<file path="config.mk">
export PLATFORM = sky130hd
export DESIGN_NAME = pdcb_card
export DESIGN_NICKNAME = d
export VERILOG_FILES = /design/src/verilog/pdcb_pkg.sv /design/src/verilog/pdcb_card.sv /design/src/verilog/pdcb_parity_unit.sv
export SDC_FILE = /design/constraint.sdc
export NUM_CORES = 1
export LEC_CHECK = 0
export ABC_AREA = 1
export BUFFER_PORTS_ARGS = -buffer_cell sky130_fd_sc_hd__clkbuf_2
export CAP_MARGIN = 10
export CORE_MARGIN = 3
export CORE_UTILIZATION = 52
export DETAILED_ROUTE_END_ITERATION = 8
export PLACE_DENSITY = 0.82
export SLEW_MARGIN = 20
export SYNTH_ARGS = -nofsm -noshare
export SYNTH_HDL_FRONTEND = slang
export SYNTH_SLANG_ARGS = --single-unit
</file>
<file path="constraint.sdc">
create_clock -name clk -period 2 [get_ports clk]
set_input_delay 0.4 -clock clk [delete_from_list [all_inputs] [get_ports clk]]
set_output_delay 0.4 -clock clk [all_outputs]
set_load 0.01 [all_outputs]
</file>
<file path="src/verilog/pdcb_pkg.sv">
// package of constants and types for the paged dram card bus slave
// assumes a single 25 MHz clock and strobes already synchronous to it
package pdcb_pkg;

    // =========================================================
    // clock
    localparam int CLK_HZ = 25_000_000;
    localparam int CLK_PERIOD_NS = 40;

    // =========================================================
    // backplane widths
    localparam int DATA_W = 8;
    localparam int ADDR_W = 16;
    localparam int HI_ADDR_W = 4;
    localparam int FULL_ADDR_W = 20;
    localparam int PAGES = 4;
    localparam int RAM_ADDR_W = 18;
    localparam int RAM_WORD_W = 9;
    localparam int REFR_ROW_W = 8;
    localparam int PORT_ADDR_W = 8;

    // =========================================================
    // field positions
    localparam int HI_ADDR_LSB = 0;
    localparam int PAGE_SEL_MSB = 3;
    localparam int PAGE_SEL_LSB = 2;
    localparam int RAM_PARITY_BIT = 8;

    // =========================================================
    // control port layout
    localparam int CTRL_ENABLE_BIT = 6;
    localparam int CTRL_PARERR_BIT = 7;
    localparam logic [5:0] CTRL_UNUSED_READ = 6'h00;

    // =========================================================
    // values after reset
    localparam logic CARD_EN_RESET = 1'b0;
    localparam logic PARERR_RESET = 1'b0;
    localparam logic [3:0] HI_ADDR_RESET = 4'h0;
    localparam logic [7:0] DOUT_RESET = 8'h00;
    localparam logic [17:0] RAM_ADDR_RESET = 18'h00000;
    localparam logic [8:0] RAM_WDATA_RESET = 9'h000;
    localparam logic [7:0] REFR_ROW_RESET = 8'h00;

    // =========================================================
    // cycles
    localparam int RAM_READ_LATENCY = 1;

    // kind of backplane cycle in progress
    typedef enum logic [1:0] {
        PDCB_IDLE = 2'b00,
        PDCB_MEM  = 2'b01,
        PDCB_REFR = 2'b10,
        PDCB_IO   = 2'b11
    } pdcb_cyc_e;

endpackage

</file>
<file path="src/verilog/pdcb_card.sv">
// bus slave front end of the paged dram card
// assumes all backplane strobes are synchronous to clk and the ram
// behind it answers a read one cycle after ram_rd
//
// The placing of the registers and the address-and-strobe port were chosen for this implementation.
`timescale 1ns/10ps
`default_nettype none

module pdcb_card (
    // clock and system reset
    input wire logic clk,
    input wire logic rst_n,
    // backplane address and data
    input wire logic [pdcb_pkg::ADDR_W-1:0] addr,
    input wire logic [pdcb_pkg::DATA_W-1:0] data_in,
    output logic [pdcb_pkg::DATA_W-1:0] data_out,
    output logic data_oe,
    // backplane control strobes, active low
    input wire logic mcsync_n,
    input wire logic memreq_n,
    input wire logic iorq_n,
    input wire logic rd_n,
    input wire logic wr_n,
    input wire logic refresh_n,
    input wire logic m1_n,
    // processor emulation mode of the master
    input wire logic emul_mode,
    // static jumpers
    input wire logic [pdcb_pkg::PORT_ADDR_W-1:0] port_number_jumpers,
    input wire logic [pdcb_pkg::PAGES-1:0] page_select_jumpers,
    // dram side
    output logic [pdcb_pkg::RAM_ADDR_W-1:0] ram_addr,
    output logic [pdcb_pkg::RAM_WORD_W-1:0] ram_wdata,
    output logic ram_we,
    output logic ram_rd,
    input wire logic [pdcb_pkg::RAM_WORD_W-1:0] ram_rdata,
    output logic refresh_req,
    output logic [pdcb_pkg::REFR_ROW_W-1:0] refresh_row,
    // status
    output logic card_enable,
    output logic parity_error_flag
);
    import pdcb_pkg::*;

    // =========================================================
    // state
    typedef struct packed {
        pdcb_cyc_e cyc;
        logic [HI_ADDR_W-1:0] hi_addr;
        logic card_en;
        logic par_err;
        logic rd_d;
        logic wr_d;
        logic mreq_d;
        logic rd_pend;
        logic [DATA_W-1:0] dout;
        logic ram_we;
        logic ram_rd;
        logic [RAM_ADDR_W-1:0] ram_addr;
        logic [RAM_WORD_W-1:0] ram_wdata;
        logic refr_req;
        logic [REFR_ROW_W-1:0] refr_row;
    } pdcb_state_s;

    localparam pdcb_state_s STATE_RESET = '{
        cyc: PDCB_IDLE,
        hi_addr: HI_ADDR_RESET,
        card_en: CARD_EN_RESET,
        par_err: PARERR_RESET,
        rd_d: 1'b1,
        wr_d: 1'b1,
        mreq_d: 1'b1,
        rd_pend: 1'b0,
        dout: DOUT_RESET,
        ram_we: 1'b0,
        ram_rd: 1'b0,
        ram_addr: RAM_ADDR_RESET,
        ram_wdata: RAM_WDATA_RESET,
        refr_req: 1'b0,
        refr_row: REFR_ROW_RESET
    };

    pdcb_state_s st;
    pdcb_state_s next_st;

    // =========================================================
    // decoding helpers

    // page chosen by the top two latched address bits
    function automatic logic page_hit(
        input logic [HI_ADDR_W-1:0] hi,
        input logic [PAGES-1:0] jumpers
    );
        logic [1:0] page;
        page = hi[PAGE_SEL_MSB:PAGE_SEL_LSB];
        // only the fitted jumper of the addressed page matches
        page_hit = jumpers[page];
    endfunction

    // port match over the low eight address bits only
    function automatic logic port_hit(
        input logic [ADDR_W-1:0] a,
        input logic [PORT_ADDR_W-1:0] jumpers
    );
        // open jumper reads one, fitted reads zero, bit by bit
        port_hit = (a[PORT_ADDR_W-1:0] == jumpers);
    endfunction

    // =========================================================
    // parity unit
    logic gen_parity;
    logic chk_error;

    pdcb_parity_unit i_pdcb_parity_unit (
        .wr_byte(data_in),
        .wr_parity(gen_parity),
        .rd_word(ram_rdata),
        .rd_error(chk_error)
    );

    // =========================================================
    // combinational decode of the present bus cycle
    logic mem_strobe;
    logic refr_cycle;
    logic mem_cycle;
    logic mem_sel;
    logic io_valid;
    logic io_sel;
    logic rd_fall;
    logic wr_fall;
    logic mreq_fall;
    logic [FULL_ADDR_W-1:0] full_addr;

    // expansion lines are not inputs at all, so they gate nothing
    always_comb begin
        mem_strobe = ~memreq_n;
        // refresh needs memreq as qualifier
        refr_cycle = mem_strobe & ~refresh_n;
        // memory only while memreq active and not refreshing
        mem_cycle = mem_strobe & refresh_n;
        full_addr = {st.hi_addr, addr};
        mem_sel = mem_cycle & st.card_en
            & page_hit(st.hi_addr, page_select_jumpers);
        // io strobe counts only in emulation mode, never with m1
        io_valid = ~iorq_n & emul_mode & m1_n;
        io_sel = io_valid & port_hit(addr, port_number_jumpers);
        rd_fall = st.rd_d & ~rd_n;
        wr_fall = st.wr_d & ~wr_n;
        mreq_fall = st.mreq_d & mem_strobe;
    end

    // =========================================================
    // next state
    always_comb begin
        next_st = st;
        next_st.rd_d = rd_n;
        next_st.wr_d = wr_n;
        next_st.mreq_d = memreq_n;
        next_st.ram_we = 1'b0;
        next_st.ram_rd = 1'b0;
        next_st.refr_req = 1'b0;
        next_st.rd_pend = 1'b0;

        // high address follows d0-d3 only while ale is low and no
        // memory cycle is open; data on d0-d3 later cannot disturb
        // the page decode of the cycle in progress
        if (~mcsync_n && memreq_n) begin
            next_st.hi_addr = data_in[HI_ADDR_LSB +: HI_ADDR_W];
        end

        // track the kind of cycle for the bus side
        unique case (st.cyc)
            PDCB_IDLE: begin
                if (refr_cycle) begin
                    next_st.cyc = PDCB_REFR;
                end else if (mem_sel) begin
                    next_st.cyc = PDCB_MEM;
                end else if (io_sel) begin
                    next_st.cyc = PDCB_IO;
                end
            end
            PDCB_MEM: begin
                if (memreq_n) begin
                    next_st.cyc = PDCB_IDLE;
                end
            end
            PDCB_REFR: begin
                if (memreq_n) begin
                    next_st.cyc = PDCB_IDLE;
                end
            end
            PDCB_IO: begin
                if (iorq_n) begin
                    next_st.cyc = PDCB_IDLE;
                end
            end
        endcase

        // refresh runs whatever the enable says; a8-a15 unused
        if (refr_cycle && mreq_fall) begin
            next_st.refr_req = 1'b1;
            next_st.refr_row = addr[REFR_ROW_W-1:0];
        end

        // memory write: take the byte as the write strobe falls
        if (mem_sel && wr_fall) begin
            next_st.ram_we = 1'b1;
            next_st.ram_addr = full_addr[RAM_ADDR_W-1:0];
            next_st.ram_wdata = {gen_parity, data_in};
        end

        // memory read: fetch now, word lands one cycle later
        if (mem_sel && rd_fall) begin
            next_st.ram_rd = 1'b1;
            next_st.ram_addr = full_addr[RAM_ADDR_W-1:0];
        end
        if (st.ram_rd) begin
            next_st.rd_pend = 1'b1;
        end
        if (st.rd_pend) begin
            next_st.dout = ram_rdata[DATA_W-1:0];
        end

        // control port read shows flag and enable
        if (io_sel && rd_fall) begin
            next_st.dout = {st.par_err, st.card_en, CTRL_UNUSED_READ};
        end

        // control port write sets enable and clears the flag
        if (io_sel && wr_fall) begin
            next_st.card_en = data_in[CTRL_ENABLE_BIT];
            next_st.par_err = 1'b0;
        end

        // a mismatch set in the clearing cycle still wins
        if (st.rd_pend && chk_error) begin
            next_st.par_err = 1'b1;
        end
    end

    // =========================================================
    // state register, reset disables the card
    always_ff @(posedge clk or negedge rst_n) begin
        if (!rst_n) begin
            st <= STATE_RESET;
        end else begin
            st <= next_st;
        end
    end

    // =========================================================
    // outputs
    // transceiver opens only while the read strobe is low on an own
    // cycle and closes in the same cycle the strobe rises; on a
    // memory read the byte is valid three cycles after the strobe fell
    assign data_oe = ~rd_n & (mem_sel | io_sel);
    assign data_out = st.dout;
    assign ram_addr = st.ram_addr;
    assign ram_wdata = st.ram_wdata;
    assign ram_we = st.ram_we;
    assign ram_rd = st.ram_rd;
    assign refresh_req = st.refr_req;
    assign refresh_row = st.refr_row;
    assign card_enable = st.card_en;
    assign parity_error_flag = st.par_err;

endmodule

`default_nettype wire

</file>
<file path="src/verilog/pdcb_parity_unit.sv">
// odd parity generator for stored bytes and checker for fetched words
// assumes stored words carry the parity bit above the data byte
`timescale 1ns/10ps
`default_nettype none

module pdcb_parity_unit (
    // byte headed for the ram
    input wire logic [pdcb_pkg::DATA_W-1:0] wr_byte,
    output logic wr_parity,
    // word coming back from the ram
    input wire logic [pdcb_pkg::RAM_WORD_W-1:0] rd_word,
    output logic rd_error
);
    import pdcb_pkg::*;

    // =========================================================
    // generation and check
    // parity bit makes the count of ones odd across nine bits
    assign wr_parity = ~(^wr_byte);
    // an even count over the stored nine bits is a mismatch
    assign rd_error = ~(^rd_word);

endmodule

`default_nettype wire

</file>
Word level (Yosys, flattened, before mapping) --
Index checks and enable logic that the tools add are counted.
Word-level totals: logic and storage cells 59, bits in registers 56, input bits 55, output and inout bits 49
Operators by class: magnitude comparators 1, eq/ne operators 1, muxes and demuxes 11, reduce and logical (&&, ||, !) cells 12, bitwise operators 20
Operators by type and width (number):
- $mux W27 | 1
- $mux W19 | 1
- $mux W8 | 2
- $and A1 B1 Y1 | 11
- $mux W9 | 1
- $reduce_xor A9 Y1 | 1
- $eq A8 B8 Y1 | 1
- $not A1 Y1 | 8
- $reduce_xor A8 Y1 | 1
- $logic_and A1 B1 Y1 | 7
- $reduce_bool A2 Y1 | 3
- $mux W1 | 5
- $lt A2 B3 Y1 const B | 1
- $bmux W1 S2 | 1
- $or A1 B1 Y1 | 1

Logic depth before layout (Yosys ltp) --
word-level depth 7, depth in mapped cells 11, depth with buffers taken out 11

Cells and area by module --
A second synthesis with hierarchy kept.
Unflattened totals: cells, all modules 373, area total of the unflattened synthesis 3131.8 µm²
By module, submodules not included:
- pdcb_card | seq. area each 1405.1 µm², instances 1, cells each 331, area an instance 2907.8 µm²
- pdcb_parity_unit | seq. area each 0.0 µm², instances 1, cells each 42, area an instance 224.0 µm²

Least setup slack after synthesis --
No wires, ideal clock.
path type input port to output port, start point in addr[7] (netlist bit), end point out data_oe, path slack 458 ps, required time 1600 ps, arrival 1142 ps, stages 5, buffers on the path 0, path through xnor2_1 > nand2_1 > nor2_1 > nand2_1 > a21oi_1
Between the ends: cells in the longest elaborated chain, start to end 4
Ends and longest elaborated chain:
- start: declaration | line pdcb_card.sv:14 | input wire logic [pdcb_pkg::ADDR_W-1:0] addr,
- $eq A8 B8 Y1 | line pdcb_card.sv:106 | port_hit = (a[PORT_ADDR_W-1:0] == jumpers);
- $and A1 B1 Y1 | line pdcb_card.sv:146 | io_sel = io_valid & port_hit(addr, port_number_jumpers);
- $or A1 B1 Y1 | line pdcb_card.sv:256 | assign data_oe = ~rd_n & (mem_sel | io_sel);
- $and A1 B1 Y1 | line pdcb_card.sv:256
- end: declaration | line pdcb_card.sv:17 | output logic data_oe,
Every way passes these cells.

Final worst setup path --
start point reg st (netlist bit full_addr[18]), end point out data_oe
Between the ends: cells in the longest elaborated chain, start to end 5
Ends and longest elaborated chain:
- start: declaration | line pdcb_card.sv:83 | pdcb_state_s st;
- start signal: assignment | line pdcb_card.sv:247 | st <= next_st;
- $bmux W1 S2 | line pdcb_card.sv:97 | page_hit = jumpers[page];
- $mux W1 (not written as such) | line pdcb_card.sv:97
- $and A1 B1 Y1 | line pdcb_card.sv:143 | & page_hit(st.hi_addr, page_select_jumpers);
- $or A1 B1 Y1 | line pdcb_card.sv:256
- $and A1 B1 Y1 | line pdcb_card.sv:256
Every way passes these cells. The select of a mux whose other input is x is not followed.

==> metrics.txt <==
H-tree depth=2; PwrDens=641 nW/um2; minimum clock period=1.81 ns; grt ovf=0; EDFF count, synth=0; CTS Buf Count=5; status=complete, no violations; LEAKAGE=2.11 nW; Yosys reg bits=56; Hold Crit Class=in -> async; critical path depth=6; Post-synth top cells=139 x nand2_1, 53 x dfrtp_1, 43 x buf_4; Yosys cell types=27; WS Path Type=reg -> out; FF-to-FF path depth=6; Routed WL=6820 um; layout cell share with drive strength beyond 1=29.7%; crit path DAT=1.41 ns; Syn Nets=440; Seq/Total Area, Yosys=45.1%; wire length of the first global-routing pass=11700 um; Final nets=505; Die Wd=83.4 um; iteration-0 DRC count of the detailed router=145; drt first pass iters=4; CTS tree=done; WL/cell=13.0 um; vias in the first global route=2568; critical path fanouts, max=5; critical path buffer and inverter count=1; area leader, netlist=dfrtp_1; R2R Path Start=st[48]; die footprint=6960 um2; Largest delay share family, worst path=flip-flops; Total GRT Usage=20.2%; fraction of registers with async set/reset=100%; cell chain of the critical path=a21oi_1 > o21ai_1 > nand2_1 > nand2_2 > a21oi_2 > clkbuf_2; Worst Tran Pin Value=0.539 ns; Max VDD drop=0.453 mV; Psw=0.000591 W; Final Hold Vio Count=0; Worst Skew=0.00868 ns; Final Cell Area=3470 um2; Critical-path top delay cell=dfrtp_1; critical path required time=1.60 ns; critical path's largest stage delay=0.42 ns; area of the core=5640 um2; Setup Fix Bufs, Post-CTS=0; top post-synthesis cells by area=dfrtp_1 43%, nand2_1 17%, buf_4 10%; via density per instance=4.89; sequential share of power=55.2%; Clock power frac=28.4%; worst slack at placement=0.202 ns; final core occ=61.6%; final worst path period share=90.7%; max-cap violation count=0; Setup crit start=full_addr[18]; CTS clk-pin slew, worst paths=0.10 ns; worst-skew pair later-pin latency=0.30 ns; most used standard cell by instance count after synthesis=nand2_1; Pint=0.00163 W; Fillers=515; Setup-failing EPs final=0; post-route ant nets=0; GP Congestion=0.872; Sw Ratio=26.6%; IO Count=104; fin worst setup slack=0.186 ns; layout overhead on the synthesized area=11.5%; Post-synth top flop=dfrtp_1; Syn Inst Count=385; setup TNS=0 ns; Crit. End Element=output pin; Comb power frac=16.3%; DRC viols=0; Avg Cell Area, Syn=8.10 um2; deepest clock path buffer count=2; RSZ-0062 raised after global routing=false; number of diodes=0; fin. max-slew vios=0; CTS Root Cell=clkbuf_8; Relative slew margins=64.0%; Synth Cell Area=3120 um2; Yosys top cell area share=42.6%; largest net degree at the start of global routing=28; DR vias=2558; Port Buf Inserts=103; initial antenna violation count=0; Die Height=83.4 um; Post-DP Area=3380 um2; Yosys warnings=0; Startpoint Class=flop; Row Count=27; # clock sinks=56; dpl hpwl=5240 um; Achievable Freq=551 MHz; initial core utilization=55.2%
## layout make-up
| type | instances | area, um2 | area share (%) |
|---|---|---|---|
| clock buffer | 8 | 90.1 | 2.59 |
| tap | 72 | 90.1 | 2.59 |
| timing repair buffer | 112 | 596 | 17.1 |
| multi-input combinational | 234 | 1140 | 32.8 |
| sequential | 56 | 1410 | 40.4 |
| inverter | 41 | 154 | 4.43 |
## worst paths after layout
path | endpoint | slack, ns
worst max register to register | ram_addr[5] | 0.36
worst min-delay path | ram_addr[17] | 0.04
max in group asynchronous | ram_addr[8] | 1.33
min in group clk | st[48] | 0.18
worst max-delay path | data_oe | 0.19
worst min register to register | st[46] | 0.40
## cell families (layout without fill, tap and decap cells)
family,after synthesis,after routing,synth area share [%]
AND/OR/NAND/NOR,184,184,24.6
XOR/XNOR,12,12,3.37
flip-flops,56,56,45.1
multiplexers,4,4,1.45
AO/OA/AOI/OAI,34,34,6.99
buffers and inverters,95,161,18.5
## per-stage QoR
step	cells	hold slack (ns)	power [W]
6_report	523	0.0379	0.00223
5_1_grt	523	0.0651	0.00234
4_1_cts	523	0.0495	0.00224
2_1_floorplan	385	0.104	0.00149
3_5_place_dp	515	0.385	0.00162
3_3_place_gp	515	0.380	0.00160
## registers in the layout, summed over array words and instances, names as in the netlist, 4 cells and up
signal	flops
refresh_row	8
ram_wdata	9
st	4
full_addr	4
data_out	8
ram_addr	18
## routing by layer
metal	vias up	GRT usage (%)	part of all wire, %
li1	1287	-	-
met1	1191	25.0	44
met2	71	35.6	50
met4	0	6.14	1.4
met3	9	3.77	4.9
met5	-	0	0
## power by group through the flow
stage	registers, W	clock network [W]	logic (W)
floorplan	0.00124	0	0.000250
global placement	0.00125	0	0.000355
detailed placement	0.00125	0	0.000366
CTS	0.00123	0.000646	0.000368
global route	0.00124	0.000690	0.000414
finish	0.00123	0.000633	0.000363
## repair_timing
| item | 4_1_cts | 5_1_grt |
|---|---|---|
| endpoints found under the setup margin | 0 | 1 |
| hold buffers | 0 | 0 |
| gates resized for setup | 0 | 1 |
## cells in the final DEF, fill, tap and decap left out, drive strengths merged
cell    count
xor2        3
nor2       14
nand3      25
buf         9
nand2     142
a21oi       2
o211ai     19
inv        41
mux2        4
dfrtp      53
o21ai      13
nand4       3
clkbuf    111
dfstp       3
xnor2       9
No activity file was read; power rests on OpenSTA's default activity.
